`src/smbus_pkg.sv`:
```
// Purpose: Shared constants for the SMBus master byte engine.
// Assumes: Byte-wide register port, addresses as in the register map.
// Notes:   Offsets, bit positions and reset values live here only.

// ==========================================================
// Package
package smbus_pkg;

  localparam int          ADDR_W     = 8;
  localparam logic [7:0]  ADDR_CTRL  = 8'hC0;
  localparam logic [7:0]  ADDR_CFG   = 8'hC1;
  localparam logic [7:0]  ADDR_DATA  = 8'hC2;

  // Control/status bit positions
  localparam int          B_MASTER   = 7;
  localparam int          B_TRANSMITTER_ROLE_FLAG   = 6;
  localparam int          B_STA      = 5;
  localparam int          B_STO      = 4;
  localparam int          B_ACK_RESPONSE_NEEDED_FLAG    = 3;
  localparam int          B_ARBL     = 2;
  localparam int          B_ACK      = 1;
  localparam int          B_SI       = 0;

  // Configuration bit positions
  localparam int          B_ENABLE   = 7;
  localparam int          B_BUSY     = 5;

  localparam logic [7:0]  DATA_RST   = 8'h00;
  localparam logic [7:0]  CTRL_RST   = 8'h00;
  localparam logic [3:0]  BYTE_BITS  = 4'h8;
  localparam int          SYNC_DEPTH = 2;

endpackage : smbus_pkg

```
`src/line_if.sv`:
```
// Purpose: Carries synchronised bus levels and conditions between modules.
// Assumes: All signals are on clk_sys.
// Notes:   Events are one-cycle pulses.

// ==========================================================
// Interface
interface line_if;
  logic scl;
  logic sda;
  logic scl_rise;
  logic start_det;
  logic stop_det;

  modport src (output scl, sda, scl_rise, start_det, stop_det);
  modport snk (input  scl, sda, scl_rise, start_det, stop_det);
endinterface : line_if

```
`src/line_monitor.sv`:
```
// Purpose: Synchronises SCL/SDA and detects START, STOP and SCL rises.
// Assumes: Pins are asynchronous to clk_sys.
// Notes:   Only the last sync stage feeds any detection logic.

// ==========================================================
// Line monitor
module line_monitor #(
  parameter int STAGES = smbus_pkg::SYNC_DEPTH
) (
  input  wire logic clk_sys,
  input  wire logic rst_n,
  input  wire logic scl_i,
  input  wire logic sda_i,
  line_if.src       mon
);
  import smbus_pkg::*;

  // Fewer than two stages would let a metastable level reach the detectors
  if (STAGES < 2) begin : g_stage_check
    $error("line_monitor needs at least two sync stages");
  end

  typedef struct packed {
    logic [STAGES-1:0] scl_sync;
    logic [STAGES-1:0] sda_sync;
    logic              scl_prev;
    logic              sda_prev;
  } mon_t;

  mon_t q;
  mon_t d;

  // Shift chains; idle bus reads high
  always_comb begin
    d          = q;
    d.scl_sync = {q.scl_sync[STAGES-2:0], scl_i};
    d.sda_sync = {q.sda_sync[STAGES-2:0], sda_i};
    d.scl_prev = q.scl_sync[STAGES-1];
    d.sda_prev = q.sda_sync[STAGES-1];
  end

  always_ff @(posedge clk_sys or negedge rst_n) begin
    if (!rst_n) begin
      q <= '1;
    end else begin
      q <= d;
    end
  end

  // Conditions seen only on settled levels
  assign mon.scl       = q.scl_sync[STAGES-1];
  assign mon.sda       = q.sda_sync[STAGES-1];
  assign mon.scl_rise  = mon.scl & ~q.scl_prev;
  assign mon.start_det = q.scl_prev & mon.scl & q.sda_prev & ~mon.sda;
  assign mon.stop_det  = q.scl_prev & mon.scl & ~q.sda_prev & mon.sda;

endmodule : line_monitor

```
`src/smbus_master.sv`:
```
// Purpose: SMBus master transmitter/receiver with control flags and data.
// Assumes: bit_tick is a one-cycle pulse on clk_sys from a timer overflow.
// Notes:   Slave data paths and timeouts live elsewhere.
//
// Strobed register access is this design's own decision.

module smbus_master (
  input  wire  logic                      clk_sys,
  input  wire  logic                      rst_n,
  input  wire  logic [smbus_pkg::ADDR_W-1:0] addr,
  input  wire  logic [7:0]                wdata,
  input  wire  logic                      wr_stb,
  input  wire  logic                      rd_stb,
  output logic       [7:0]                rdata,
  input  wire  logic                      bit_tick,
  input  wire  logic                      scl_i,
  output logic                            scl_o,
  output logic                            scl_oe_n,
  input  wire  logic                      sda_i,
  output logic                            sda_o,
  output logic                            sda_oe_n
);
  import smbus_pkg::*;

  // ==========================================================
  // Reset release
  logic [1:0] rst_sync_q;
  logic       rst_n_int;

  // Async assert, two-flop release
  always_ff @(posedge clk_sys or negedge rst_n) begin
    if (!rst_n) begin
      rst_sync_q <= 2'b00;
    end else begin
      rst_sync_q <= {rst_sync_q[0], 1'b1};
    end
  end
  assign rst_n_int = rst_sync_q[1];

  // ==========================================================
  // Bus line monitor
  line_if lines ();

  line_monitor #(
    .STAGES (SYNC_DEPTH)
  ) u_mon (
    .clk_sys (clk_sys),
    .rst_n   (rst_n_int),
    .scl_i   (scl_i),
    .sda_i   (sda_i),
    .mon     (lines)
  );

  // ==========================================================
  // State
  typedef enum logic [3:0] {
    S_IDLE, S_STA_A, S_STA_B, S_HOLD, S_ACK_LO, S_ACK_HI, S_DECIDE,
    S_BIT_LO, S_BIT_HI, S_RACK_LO, S_RACK_HI, S_STOP_A, S_STOP_B,
    S_STOP_C, S_RS_A, S_RS_B
  } st_t;

  typedef struct packed {
    st_t        st;
    logic       enable;
    logic       busy;
    logic       master;
    logic       transmitter_role_flag;
    logic       start_condition_flag;
    logic       stop_condition_flag;
    logic       ack_response_needed_flag;
    logic       arbl;
    logic       ack;
    logic       si;
    logic [7:0] buffer;
    logic       wrote;
    logic       first;
    logic [3:0] bitcnt;
    logic [3:0] listen;
    logic       scl_low;
    logic       sda_low;
    logic [7:0] rdata;
  } state_t;

  state_t q;
  state_t d;
  logic   own_start;
  logic   own_stop;
  logic   shifting;

  assign own_start = (q.st == S_STA_A) || (q.st == S_STA_B);
  assign own_stop  = (q.st == S_STOP_C);
  assign shifting  = q.st inside {S_BIT_LO, S_BIT_HI};

  // ==========================================================
  // Next state
  always_comb begin
    d       = q;
    d.rdata = 8'h00;

    // Register reads, answered next cycle
    if (rd_stb) begin
      unique case (addr)
        ADDR_CTRL: d.rdata = {q.master, q.transmitter_role_flag, q.start_condition_flag, q.stop_condition_flag,
                              q.ack_response_needed_flag, q.arbl, q.ack, q.si};
        ADDR_CFG:  d.rdata = {q.enable, 1'b0, q.busy, 5'b0_0000};
        ADDR_DATA: d.rdata = q.buffer;
        default:   d.rdata = 8'h00;
      endcase
    end

    // Software writes; hardware sets below win over them
    if (wr_stb) begin
      unique case (addr)
        ADDR_CTRL: begin
          d.start_condition_flag = wdata[B_STA];
          d.stop_condition_flag = wdata[B_STO];
          d.ack = wdata[B_ACK];
          d.si  = wdata[B_SI];
          if (q.si && !wdata[B_SI]) begin
            d.arbl = 1'b0;
          end
        end
        ADDR_CFG: d.enable = wdata[B_ENABLE];
        ADDR_DATA: begin
          // Never disturb a byte on the wire
          if (!shifting) begin
            d.buffer = wdata;
            d.wrote  = 1'b1;
          end
        end
        default: ;
      endcase
    end

    // Bus watching for foreign conditions
    if (lines.start_det && !own_start) begin
      d.busy   = 1'b1;
      d.transmitter_role_flag = 1'b0;
      d.listen = 4'h1;
      if (q.master && !q.start_condition_flag) begin
        d.master = 1'b0;
        d.arbl   = 1'b1;
        d.si     = 1'b1;
        d.st     = S_IDLE;
      end
    end else if (lines.start_det) begin
      d.busy = 1'b1;
    end
    if (lines.stop_det) begin
      d.busy   = 1'b0;
      d.listen = 4'h0;
      if (q.master && !own_stop) begin
        d.master = 1'b0;
        d.transmitter_role_flag = 1'b0;
        d.stop_condition_flag    = 1'b1;
        d.arbl   = 1'b1;
        d.si     = 1'b1;
        d.st     = S_IDLE;
      end
    end
    // Count address bits after a foreign START
    if (q.listen != 4'h0 && lines.scl_rise && !lines.start_det) begin
      if (q.listen == BYTE_BITS) begin
        d.start_condition_flag    = 1'b1;
        d.listen = 4'h0;
      end else begin
        d.listen = q.listen + 4'h1;
      end
    end

    // Master sequencer
    unique case (q.st)
      S_IDLE: begin
        if (q.enable && q.start_condition_flag && !q.busy && bit_tick) begin
          d.st = S_STA_A;
        end
      end
      S_STA_A: begin
        // SDA low with SCL high forms the START
        if (bit_tick) begin
          if (!lines.scl) begin
            d.master = 1'b0;
            d.arbl   = 1'b1;
            d.si     = 1'b1;
            d.st     = S_IDLE;
          end else begin
            d.st = S_STA_B;
          end
        end
      end
      S_STA_B: begin
        if (bit_tick) begin
          d.master = 1'b1;
          d.transmitter_role_flag = 1'b1;
          d.si     = 1'b1;
          d.first  = 1'b1;
          d.st     = S_HOLD;
        end
      end
      S_HOLD: begin
        // SCL stays low until software releases
        if (!q.si) begin
          d.st = q.ack_response_needed_flag ? S_ACK_LO : S_DECIDE;
        end
      end
      S_ACK_LO: begin
        if (bit_tick) begin
          d.st = S_ACK_HI;
        end
      end
      S_ACK_HI: begin
        if (bit_tick && lines.scl) begin
          d.ack_response_needed_flag = 1'b0;
          d.st    = S_DECIDE;
        end
      end
      S_DECIDE: begin
        d.first = 1'b0;
        if (q.stop_condition_flag) begin
          d.st = S_STOP_A;
        end else if (q.start_condition_flag && !q.first) begin
          d.st = S_RS_A;
        end else begin
          d.transmitter_role_flag = q.wrote;
          d.wrote  = 1'b0;
          d.bitcnt = 4'h0;
          d.st     = S_BIT_LO;
        end
      end
      S_BIT_LO: begin
        if (bit_tick) begin
          d.st = S_BIT_HI;
        end
      end
      S_BIT_HI: begin
        // Waits out clock stretching before sampling
        if (bit_tick && lines.scl) begin
          d.buffer = {q.buffer[6:0], lines.sda};
          d.bitcnt = q.bitcnt + 4'h1;
          if (q.transmitter_role_flag && q.buffer[7] && !lines.sda) begin
            d.master = 1'b0;
            d.transmitter_role_flag = 1'b0;
            d.arbl   = 1'b1;
            d.si     = 1'b1;
            d.listen = q.bitcnt + 4'h1;
            d.st     = S_IDLE;
          end else if (q.bitcnt + 4'h1 == BYTE_BITS) begin
            if (q.transmitter_role_flag) begin
              d.st = S_RACK_LO;
            end else begin
              d.ack_response_needed_flag = 1'b1;
              d.si    = 1'b1;
              d.st    = S_HOLD;
            end
          end else begin
            d.st = S_BIT_LO;
          end
        end
      end
      S_RACK_LO: begin
        if (bit_tick) begin
          d.st = S_RACK_HI;
        end
      end
      S_RACK_HI: begin
        if (bit_tick && lines.scl) begin
          d.ack = ~lines.sda;
          d.si  = 1'b1;
          d.st  = S_HOLD;
        end
      end
      S_STOP_A: begin
        if (bit_tick) begin
          d.st = S_STOP_B;
        end
      end
      S_STOP_B: begin
        if (bit_tick && lines.scl) begin
          d.st = S_STOP_C;
        end
      end
      S_STOP_C: begin
        if (bit_tick) begin
          d.master = 1'b0;
          d.transmitter_role_flag = 1'b0;
          if (!lines.scl) begin
            d.arbl = 1'b1;
            d.si   = 1'b1;
          end else begin
            d.stop_condition_flag = 1'b0;
          end
          // A set start flag restarts from idle once the bus frees
          d.st = S_IDLE;
        end
      end
      S_RS_A: begin
        if (bit_tick) begin
          d.st = S_RS_B;
        end
      end
      S_RS_B: begin
        if (bit_tick && lines.scl) begin
          d.st = S_STA_A;
        end
      end
    endcase

    // Disabled interface drops off the bus
    if (!q.enable) begin
      d.st     = S_IDLE;
      d.master = 1'b0;
    end

    // Pin drive from the next state; SDA only low in owned phases
    d.scl_low = d.st inside {S_STA_B, S_HOLD, S_ACK_LO, S_DECIDE,
                             S_BIT_LO, S_RACK_LO, S_STOP_A, S_RS_A};
    unique case (d.st)
      S_STA_A, S_STA_B, S_STOP_A, S_STOP_B: d.sda_low = 1'b1;
      S_BIT_LO, S_BIT_HI: d.sda_low = d.transmitter_role_flag & ~d.buffer[7];
      S_ACK_LO, S_ACK_HI: d.sda_low = q.ack;
      default:            d.sda_low = 1'b0;
    endcase
  end

  // ==========================================================
  // State register
  always_ff @(posedge clk_sys or negedge rst_n_int) begin
    if (!rst_n_int) begin
      q        <= '0;
      q.st     <= S_IDLE;
      q.buffer <= DATA_RST;
      {q.master, q.transmitter_role_flag, q.start_condition_flag, q.stop_condition_flag,
       q.ack_response_needed_flag, q.arbl, q.ack, q.si} <= CTRL_RST;
    end else begin
      q <= d;
    end
  end

  // ==========================================================
  // Outputs; open-drain, enable low while pulling down
  assign rdata    = q.rdata;
  assign scl_o    = 1'b0;
  assign sda_o    = 1'b0;
  assign scl_oe_n = ~q.scl_low;
  assign sda_oe_n = ~q.sda_low;

endmodule : smbus_master

```
`config.mk`:
```
export PLATFORM = sky130hd
export DESIGN_NAME = smbus_master
export DESIGN_NICKNAME = d
export VERILOG_FILES = /design/src/smbus_pkg.sv /design/src/line_if.sv /design/src/line_monitor.sv /design/src/smbus_master.sv
export SDC_FILE = /design/constraint.sdc
export NUM_CORES = 1
export LEC_CHECK = 0
export BUFFER_PORTS_ARGS = -buffer_cell sky130_fd_sc_hd__buf_2
export CORE_ASPECT_RATIO = 0.75
export CORE_MARGIN = 10
export CORE_UTILIZATION = 45
export CTS_CLUSTER_SIZE = 14
export DETAILED_ROUTE_END_ITERATION = 8
export PLACE_DENSITY = 0.66
export SYNTH_ARGS = -nofsm -noshare
export SYNTH_HDL_FRONTEND = slang
export SYNTH_SLANG_ARGS = --single-unit
```
`constraint.sdc`:
```
create_clock -name clk_sys -period 3.55 [get_ports clk_sys]
set_input_delay 0.5325 -clock clk_sys [delete_from_list [all_inputs] [get_ports clk_sys]]
set_output_delay 0.5325 -clock clk_sys [all_outputs]
set_load 0.01 [all_outputs]
```
==> flow_summary.yaml, run 1 <==
synth:
  syn_inst: 375
  yosysWarnings: 0
  synth_fa_ha_area_share_pct: 1.13
  synth_compound_area_share_pct: 21.6
  synth.cell_area_sq_um: 3320
  ys_async_sr_fraction_pct: 100
  synth.area.mux_share_pct: 6.87
  synth_edf_count: 0
  synth_top_area_cell: "dfrtp_1"
  ys_types: 74
  yosys-top-cells-area: "dfrtp_1 33%, mux2i_1 5.7%, o21ai_0 4.8%"
  seq_area_frac_synth_pct: 38.0
  syn_area_per_cell_sq_um: 8.84
  synth_top_family_by_area: "simple AND/OR/NAND/NOR gates"
  ys_ff_latch: 50
  post_synth_and_or_nand_nor_area_fraction_pct: 24.0
  synthFlopType: "dfrtp_1"
  synth_xor_area_share_pct: 1.32
  synth_top_area_share_pct: 33.2
global_route:
  grt_pass1_wl_um: 14200
  grt_start_max_net_pins: 49
  antenna_found_initial: 0
  grt_use_total_pct: 15.3
  grt_overflow: 0
  grt_pass1_vias: 2731
clocking:
  worstSkewPairLatency_ps: 310
  numCtsBuffers: 5
  root_buffer: "clkbuf_8"
  cts-htree-levels: 2
  clock_path_buffers: 2
  clock-sinks: 50
  cts_tree: "yes"
  cts_resized: 0
  path_clk_slew_ps: 100
routing:
  drt_pass1_iterations: 5
  detail_route.wl_per_cell_um: 17.6
  totalWireLength_um: 8750
  vias_per_cell: 5.88
  wl_met3_um: 720
  drcViolationCount: 0
  ant_nets: 0
  wl_met1_um: 4270
  routed-via-count: 2920
  drtIter0Drc: 403
  top_layer: "met4"
  wl_met2_um: 3670
layout:
  nNetsFinal: 421
  mostFrequentLayoutCell: "dfrtp_1"
  antennaDiodeCount: 0
  drive_above_1_share_pct: 19.7
  layout_common_cells: "43 x dfrtp_1, 39 x nand2_1, 37 x nor2_1"
  syn_to_final_growth_pct: 8.42
worst_setup_path:
  reg2reg_slack_ps: 620
  cp_data_required_time_ps: 3750
  cp-startpoint: "q[40]"
  cp_num_buf_inv: 1
  path_depth: 8
  cp-start-kind: "flip-flop"
  slowest_delay_ps: 760
  endpoint_kind: "flip-flop"
  r2r-start: "q[40]"
  cpMostUsedCell: "o211ai_2"
  cp_slowest_cell: "dfrtp_1"
  r2r-end: "q[8]"
  crit_arrival_ps: 3130
  rr_worst_depth: 8
  endpoint: "q[8]"
  criticalPathCategory: "reg2reg"
  cp_cell_sequence: "inv_1 -> nor3_2 -> a22oi_2 -> a221o_1 -> a31oi_4 -> mux2_4 -> o211ai_2 -> o211ai_2"
  path_delay_family: "compound AO/OA/AOI/OAI gates"
  cp_max_fo: 19
power_and_ir_drop:
  peakVddDrop_uv: 275
  pwr-share-clk_pct: 31.3
  p_sw_mw: 0.327
  p_per_area_nw_per_um2: 316
  p_comb_share_pct: 11.3
  power.internal_mw: 0.808
  leakagePower_nw: 1.50
  power.share.sequential_pct: 57.4
  switching_share_pct: 28.8
floorplanning:
  rows: 27
  ioPinCount: 35
  start_util_pct: 45.7
  die_y_um: 94.3
  dieArea_sq_um: 11200
  die_w_um: 119
  core_sq_um: 7260
timing:
  fmax_mhz: 342
  tightest_slew_ps: 1040
  rsz0062_at_grt: "no"
  hold_violations: 0
  setup-tns-final_ps: 0
  relSlewSlack_pct: 30.8
  fin_ws_ps: 624
  slew_viol_final: 0
  setup_viol: 0
  period_share_pct: 82.4
  finClkSkew_ps: 11.2
  fin_crit_ps: 2930
run:
  cap_violations: 0
place:
  post-place-ws_ps: 704
  gp_congestion: 0.992
  dp_hpwl_um: 6580
  port_buffers: 32
run_status:
  status: "finished, final reports clean"
min_path:
  hold_class: "in2reg"
## Yosys cell counts, drive strengths merged, types with 4 or more instances
cell,count
o21ai,33
nand3b,4
nor2b,12
a31oi,6
nand2,40
nand3,11
dfstp,6
and3,5
buf,24
mux2i,19
clkbuf,5
nand2b,10
inv,11
a211oi,5
nor3,10
nor3b,4
nor2,37
and4b,4
dfrtp,44
a21oi,18
## flip-flops by register name, summed over array words and instances (netlist names)
name / cells
q: 34
rdata: 8
rst_sync_q: 2
u_mon.d: 2
u_mon.q: 2
u_mon.mon.scl: 1
u_mon.mon.sda: 1
## logic make-up (layout without fill, tap and decap cells)
| kind of cell | Yosys count | in the layout |
|---|---|---|
| AO/OA/AOI/OAI | 101 | 101 |
| XOR/XNOR | 5 | 5 |
| adder cells (fa/ha/maj) | 3 | 3 |
| buffers and inverters | 40 | 60 |
| flip-flops | 50 | 50 |
| multiplexers | 22 | 22 |
| other | 2 | 3 |
| AND/OR/NAND/NOR | 152 | 152 |
## routing by layer
metal	vias up	track usage, %
met4	0	3.04
met1	1391	22.1
met2	121	23.2
li1	1396	-
met3	12	3.28
met5	-	0
## area by class of cell
class / instances / area (sq um)
fill: 698 / 3670
multi-input combinational: 286 / 1840
sequential: 50 / 1260
timing repair buffer: 41 / 230
tap: 101 / 126
clock buffer: 5 / 68.8
inverter: 11 / 41.3
clock inverter: 3 / 28.8
## per-stage QoR
stage / std cells / utilization, % / area [sq um] / power (mW) / hold WS, ps
detailed placement: 488 / 48.0 / 3490 / 0.789 / 321
global route: 497 / 49.5 / 3590 / 1.19 / 301
floorplan: 376 / - / 3320 / 0.741 / 237
global placement: 488 / 48.0 / 3490 / 0.787 / 317
CTS: 497 / 49.5 / 3590 / 1.15 / 298
finish: 497 / 49.5 / 3590 / 1.14 / 308
## worst reg2reg max path, stage by stage (launching register included)
cell	delay, ps
dfrtp_1	760
inv_1	190
nor3_2	380
a22oi_2	190
a221o_1	390
a31oi_4	310
mux2_4	340
o211ai_2	150
o211ai_2	100
## timing repair
item                      4_1_cts  5_1_grt
hold endpoints to repair        2        0
hold buffers                    1        0
setup buffers                   0        0
## how the worst min path moves through the flow
stage / from / end / slack, ps / cells past startpoint
after floorplan: rst_n / rst_sync_q[0] / 240 / 0
after global placement: rst_n / rst_sync_q[0] / 320 / 1
after detailed placement: rst_n / rst_sync_q[0] / 320 / 1
after CTS: sda_i / u_mon.d[3] / 300 / 1
after global routing: sda_i / u_mon.d[3] / 300 / 1
final: sda_i / u_mon.d[3] / 310 / 1
## power by group through the flow
stage / logic, mW / registers [mW] / clock network, mW
after global placement: 0.124 / 0.663 / 0
after global routing: 0.144 / 0.659 / 0.390
after detailed placement: 0.127 / 0.663 / 0
after floorplan: 0.0961 / 0.645 / 0
final: 0.128 / 0.652 / 0.356
after CTS: 0.128 / 0.652 / 0.370
(Power assumes the default switching activity.)
==> run 2: changes to the inputs <==
==> constraint.sdc (replaced) <==
create_clock -name clk_sys -period 2.95 [get_ports clk_sys]
set_input_delay 0.4425 -clock clk_sys [delete_from_list [all_inputs] [get_ports clk_sys]]
set_output_delay 0.4425 -clock clk_sys [all_outputs]
set_load 0.01 [all_outputs]
==> run 2 against run 1 <==
Compared with the run above:
- first-iteration DRC count fell by 0.25%
- clock power rose by 22%
- cell count rose by 2.6%
- worst setup slack got worse by 400 ps
- worst hold slack got worse by 91 ps
- global-route usage rose by 0.78 points
- non-clock buffer count rose by 13
- via count rose by 3.0%
- fmax rose by 7.3%
- sequential power rose by 21%
- register-to-register slack got worse by 400 ps
- largest power group unchanged
- highest routed layer unchanged
==> flow_summary.yaml, run 2 (synthesis gave the netlist of run 1 again) <==
run_status:
  status: "finished, final reports clean"
clocking:
  root_buffer: "clkbuf_8"
  numCtsBuffers: 5
  cts-htree-levels: 2
  post-cts-setup-buffers: 0
  clock_path_buffers: 2
  clock-sinks: 50
  cts_tree: "yes"
  path_clk_slew_ps: 100
  worstSkewPairLatency_ps: 320
floorplanning:
  dieArea_sq_um: 11200
  die_w_um: 119
  core_sq_um: 7260
  die_y_um: 94.3
  rows: 27
  start_util_pct: 45.7
  ioPinCount: 35
timing:
  tightest_slew_ps: 1040
  rsz0062_at_grt: "no"
  setup-tns-final_ps: 0
  hold_ws_ps: 217
  hold_violations: 0
  fmax_mhz: 367
  relSlewSlack_pct: 30.7
  setup_viol: 0
  period_share_pct: 92.5
  slew_viol_final: 0
  finClkSkew_ps: 12.4
  fin_crit_ps: 2730
place:
  port_buffers: 32
  place_area_sq_um: 3580
  dp_hpwl_um: 6880
  gp_congestion: 0.945
global_route:
  antenna_found_initial: 0
  grt_pass1_vias: 2710
  grt_overflow: 0
  grt_start_max_net_pins: 49
  grt_use_total_pct: 16.1
  grt_pass1_wl_um: 14800
worst_setup_path:
  criticalPathCategory: "reg2reg"
  cp_data_required_time_ps: 3190
  rr_worst_depth: 9
  crit_arrival_ps: 2970
  cp_max_fo: 16
  endpoint_kind: "flip-flop"
  cp-start-kind: "flip-flop"
power_and_ir_drop:
  p_comb_share_pct: 11.5
  pwr-share-clk_pct: 31.5
  switching_share_pct: 29.3
  p_per_area_nw_per_um2: 373
  leakagePower_nw: 1.57
  peakVddDrop_uv: 270
  power.share.sequential_pct: 57.0
  p_sw_mw: 0.404
  power.internal_mw: 0.975
run:
  cap_violations: 0
routing:
  totalWireLength_um: 9120
  drtIter0Drc: 402
  routed-via-count: 3009
  vias_per_cell: 5.90
  ant_nets: 0
  drcViolationCount: 0
  drt_pass1_iterations: 5
  detail_route.wl_per_cell_um: 17.9
layout:
  nNetsFinal: 434
  utilization_pct: 50.9
  largest-register: "q"
  largest_reg_flops: 34
  syn_to_final_growth_pct: 11.4
  antennaDiodeCount: 0
  fin_area_sq_um: 3690
  mostFrequentLayoutCell: "dfrtp_1"
  multi_input_area_sq_um: 1840
  nFillCells: 702
  area.sequential_sq_um: 1260
  drive_above_1_share_pct: 22.5
  layout_common_cells: "43 x dfrtp_1, 39 x nand2_1, 36 x nor2_1"
min_path:
  whs_path_depth: 1
  hold_class: "in2reg"
run 2: changes by cell type in the layout (fill, tap and decap cells not counted):
cell    delta
nor2_1     -1
nor2_2     +1
buf_4     +13
run 2: final cells by class:
class / count / area share [%]
inverter: 11 / 1.12
tap: 101 / 3.42
multi-input combinational: 286 / 49.8
sequential: 50 / 34.1
clock buffer: 5 / 1.86
timing repair buffer: 54 / 8.87
clock inverter: 3 / 0.779
run 2: power groups by stage:
stage          combinational, mW  clock, mW  sequential [mW]
2_1_floorplan              0.116          0            0.777
3_3_place_gp               0.154          0            0.797
3_5_place_dp               0.156          0            0.799
4_1_cts                    0.158      0.448            0.786
5_1_grt                    0.179      0.476            0.794
6_report                   0.158      0.434            0.786
run 2: timing repair:
item / 4_1_cts / 5_1_grt
hold buffers: 1 / 0
endpoints found under the hold margin: 2 / 0
setup endpoints to repair: 0 / 2
resized for setup: 0 / 1
run 2: through the flow:
step	setup WS, ps	power, mW	cells
final	222	1.38	510
after CTS	240	1.39	510
after global routing	55.0	1.45	510
after detailed placement	261	0.956	501
after floorplan	573	0.892	376
after global placement	253	0.950	501
run 2: final timing paths:
path                                from             to  slack, ps
setup reg to reg           u_mon.mon.scl           q[8]        220
hold / removal                     scl_i     u_mon.d[5]        220
max in group asynchronous  rst_sync_q[1]          q[11]       1840
setup / recovery           u_mon.mon.scl           q[8]        220
min in group asynchronous          rst_n  rst_sync_q[1]        440
hold reg to reg            rst_sync_q[0]  rst_sync_q[1]        340
run 2: worst max-delay path, cell delays in order (launching register included):
cell,delay [ps]
dfstp_2,720
and4b_1,330
o311ai_2,150
a22oi_2,420
o22ai_1,150
a211oi_2,270
inv_1,210
nor3b_2,200
a31oi_1,70
o211ai_2,140
run 2: layer usage:
| metal | part of all wire [%] | vias up | routed length (um) | track usage [%] |
|---|---|---|---|---|
| met5 | 0 | - | 0 | 0 |
| met4 | 1.6 | 0 | 142 | 3.96 |
| met3 | 11 | 24 | 958 | 3.40 |
| met2 | 41 | 184 | 3700 | 23.3 |
| met1 | 47 | 1385 | 4320 | 23.8 |
| li1 | - | 1416 | - | - |
==> run 3: changes to the inputs <==
--- a/config.mk
+++ b/config.mk
@@ -8,10 +8,11 @@
 export BUFFER_PORTS_ARGS = -buffer_cell sky130_fd_sc_hd__buf_2
 export CORE_ASPECT_RATIO = 0.75
 export CORE_MARGIN = 10
-export CORE_UTILIZATION = 45
+export CORE_UTILIZATION = 50
 export CTS_CLUSTER_SIZE = 14
 export DETAILED_ROUTE_END_ITERATION = 8
-export PLACE_DENSITY = 0.66
+export PLACE_DENSITY = 0.72
 export SYNTH_ARGS = -nofsm -noshare
 export SYNTH_HDL_FRONTEND = slang
 export SYNTH_SLANG_ARGS = --single-unit
+export TNS_END_PERCENT = 10
==> run 3 against run 2 <==
Compared with the run above:
- critical path depth down 1
- first-iteration DRC count down 12%
- fmax down 0.39%
- via count down 0.73%
- global-route usage up 0.75 points
- highest routed layer unchanged
- clock skew down 6.8 ps
- non-clock buffer count down 6
- combinational power about the same
- sequential power about the same
- core utilization up 6.1 points
- critical path type unchanged
- die area down 8.1%
- worst hold slack better by 8.8 ps
==> flow_summary.yaml, run 3 (synthesis gave the netlist of run 1 again) <==
run_status:
  status: "finished, final reports clean"
timing:
  relSlewSlack_pct: 31.6
  slew_viol_final: 0
  fmax_mhz: 365
  period_share_pct: 92.8
  hold_ws_ps: 226
  finClkSkew_ps: 5.53
  fin_crit_ps: 2740
  rsz0062_at_grt: "no"
  tightest_slew_ps: 1030
  hold_violations: 0
  setup-tns-final_ps: 0
  setup_viol: 0
layout:
  antennaDiodeCount: 0
  area.sequential_sq_um: 1260
  largest_reg_flops: 34
  fin_area_sq_um: 3640
  nFillCells: 586
  drive_above_1_share_pct: 21.1
  utilization_pct: 57.0
  syn_to_final_growth_pct: 9.70
  largest-register: "q"
  multi_input_area_sq_um: 1840
  layout_common_cells: "43 x dfrtp_1, 39 x nand2_1, 36 x nor2_1"
  mostFrequentLayoutCell: "dfrtp_1"
  nNetsFinal: 428
routing:
  drcViolationCount: 0
  totalWireLength_um: 8820
  drt_pass1_iterations: 5
  detail_route.wl_per_cell_um: 18.2
  ant_nets: 0
  vias_per_cell: 6.17
  drtIter0Drc: 355
  routed-via-count: 2987
worst_setup_path:
  slowest_delay_ps: 720
  cp_num_buf_inv: 0
  cp_slowest_cell: "dfstp_2"
  cp_cell_sequence: "and4b_1 -> o311ai_2 -> a22oi_2 -> nor3_1 -> o311ai_1 -> and2_4 -> a211oi_1 -> a311o_1"
  endpoint_kind: "flip-flop"
  criticalPathCategory: "reg2reg"
  cp-start-kind: "flip-flop"
  path_delay_family: "compound AO/OA/AOI/OAI gates"
  cp_data_required_time_ps: 3140
  cp_max_fo: 16
  crit_arrival_ps: 2930
run:
  cap_violations: 0
floorplanning:
  die_y_um: 90.5
  ioPinCount: 35
  dieArea_sq_um: 10300
  start_util_pct: 52.0
  core_sq_um: 6380
  rows: 25
  die_w_um: 114
global_route:
  grt_use_total_pct: 16.8
  grt_overflow: 0
  antenna_found_initial: 0
  grt_pass1_vias: 2738
  grt_pass1_wl_um: 14500
  grt_start_max_net_pins: 49
clocking:
  cts-htree-levels: 2
  clock-sinks: 50
  cts_tree: "yes"
  root_buffer: "clkbuf_8"
  clock_path_buffers: 2
  numCtsBuffers: 5
  path_clk_slew_ps: 90
  worstSkewPairLatency_ps: 300
  post-cts-setup-buffers: 0
power_and_ir_drop:
  pwr-share-clk_pct: 33.7
  p_per_area_nw_per_um2: 391
  p_comb_share_pct: 11.2
  peakVddDrop_uv: 305
  p_sw_mw: 0.373
  power.share.sequential_pct: 55.1
  switching_share_pct: 26.2
  leakagePower_nw: 1.54
  power.internal_mw: 1.05
  p_total_mw: 1.42
min_path:
  hold_class: "in2reg"
place:
  dp_hpwl_um: 6720
  place_area_sq_um: 3510
  gp_congestion: 0.965
  port_buffers: 32
## run 3: cell types whose count changed in the layout (fill, tap and decap cells not counted), sizes merged
cell      delta
buf          -6
bufinv       +1
clkbuf       +1
clkinv       -2
clkinvlp     +1
inv          -1
## run 3: repair_timing
| item | in CTS | in global routing |
|---|---|---|
| hold endpoints to repair | 2 | 0 |
| endpoints found under the setup margin | 0 | 2 |
| gates resized for setup | 0 | 1 |
| hold buffers | 1 | 0 |
## run 3: layout make-up
class                   count  area share (%)
clock buffers               6            2.00
clock inverters             2            1.03
inverters                  11            1.14
multi-input cells         286            50.6
flip-flops and latches     50            34.6
well taps                  81            2.79
repair buffers             48            7.77
## run 3: layer usage
metal  wire length (um)  GRT usage [%]
met3                936           4.85
met5                  0              0
met1               4010           24.1
met4                136           4.27
met2               3740           24.1
## run 3: power by group through the flow
stage	sequential, mW	clock, mW	combinational (mW)
final	0.785	0.480	0.159
after global routing	0.793	0.519	0.181
after CTS	0.784	0.492	0.158
after detailed placement	0.797	0	0.156
after global placement	0.796	0	0.153
after floorplan	0.777	0	0.116
## run 3: through the flow
step	setup slack, ps	instances
after floorplan	573	376
after global placement	244	475
after detailed placement	256	475
after CTS	229	484
after global routing	17.9	484
final	211	484
## run 3: path summary, 6_finish.rpt
kind / from / end / slack, ps / cells past startpoint
min in group asynchronous: rst_n / rst_sync_q[0] / 440 / 2
max in group asynchronous: rst_sync_q[1] / q[22] / 1860 / 0
max: u_mon.mon.scl / q[9] / 210 / 8
max reg2reg: u_mon.mon.scl / q[9] / 210 / 8
min: sda_i / u_mon.d[3] / 230 / 1
min reg2reg: rst_sync_q[0] / rst_sync_q[1] / 360 / 0
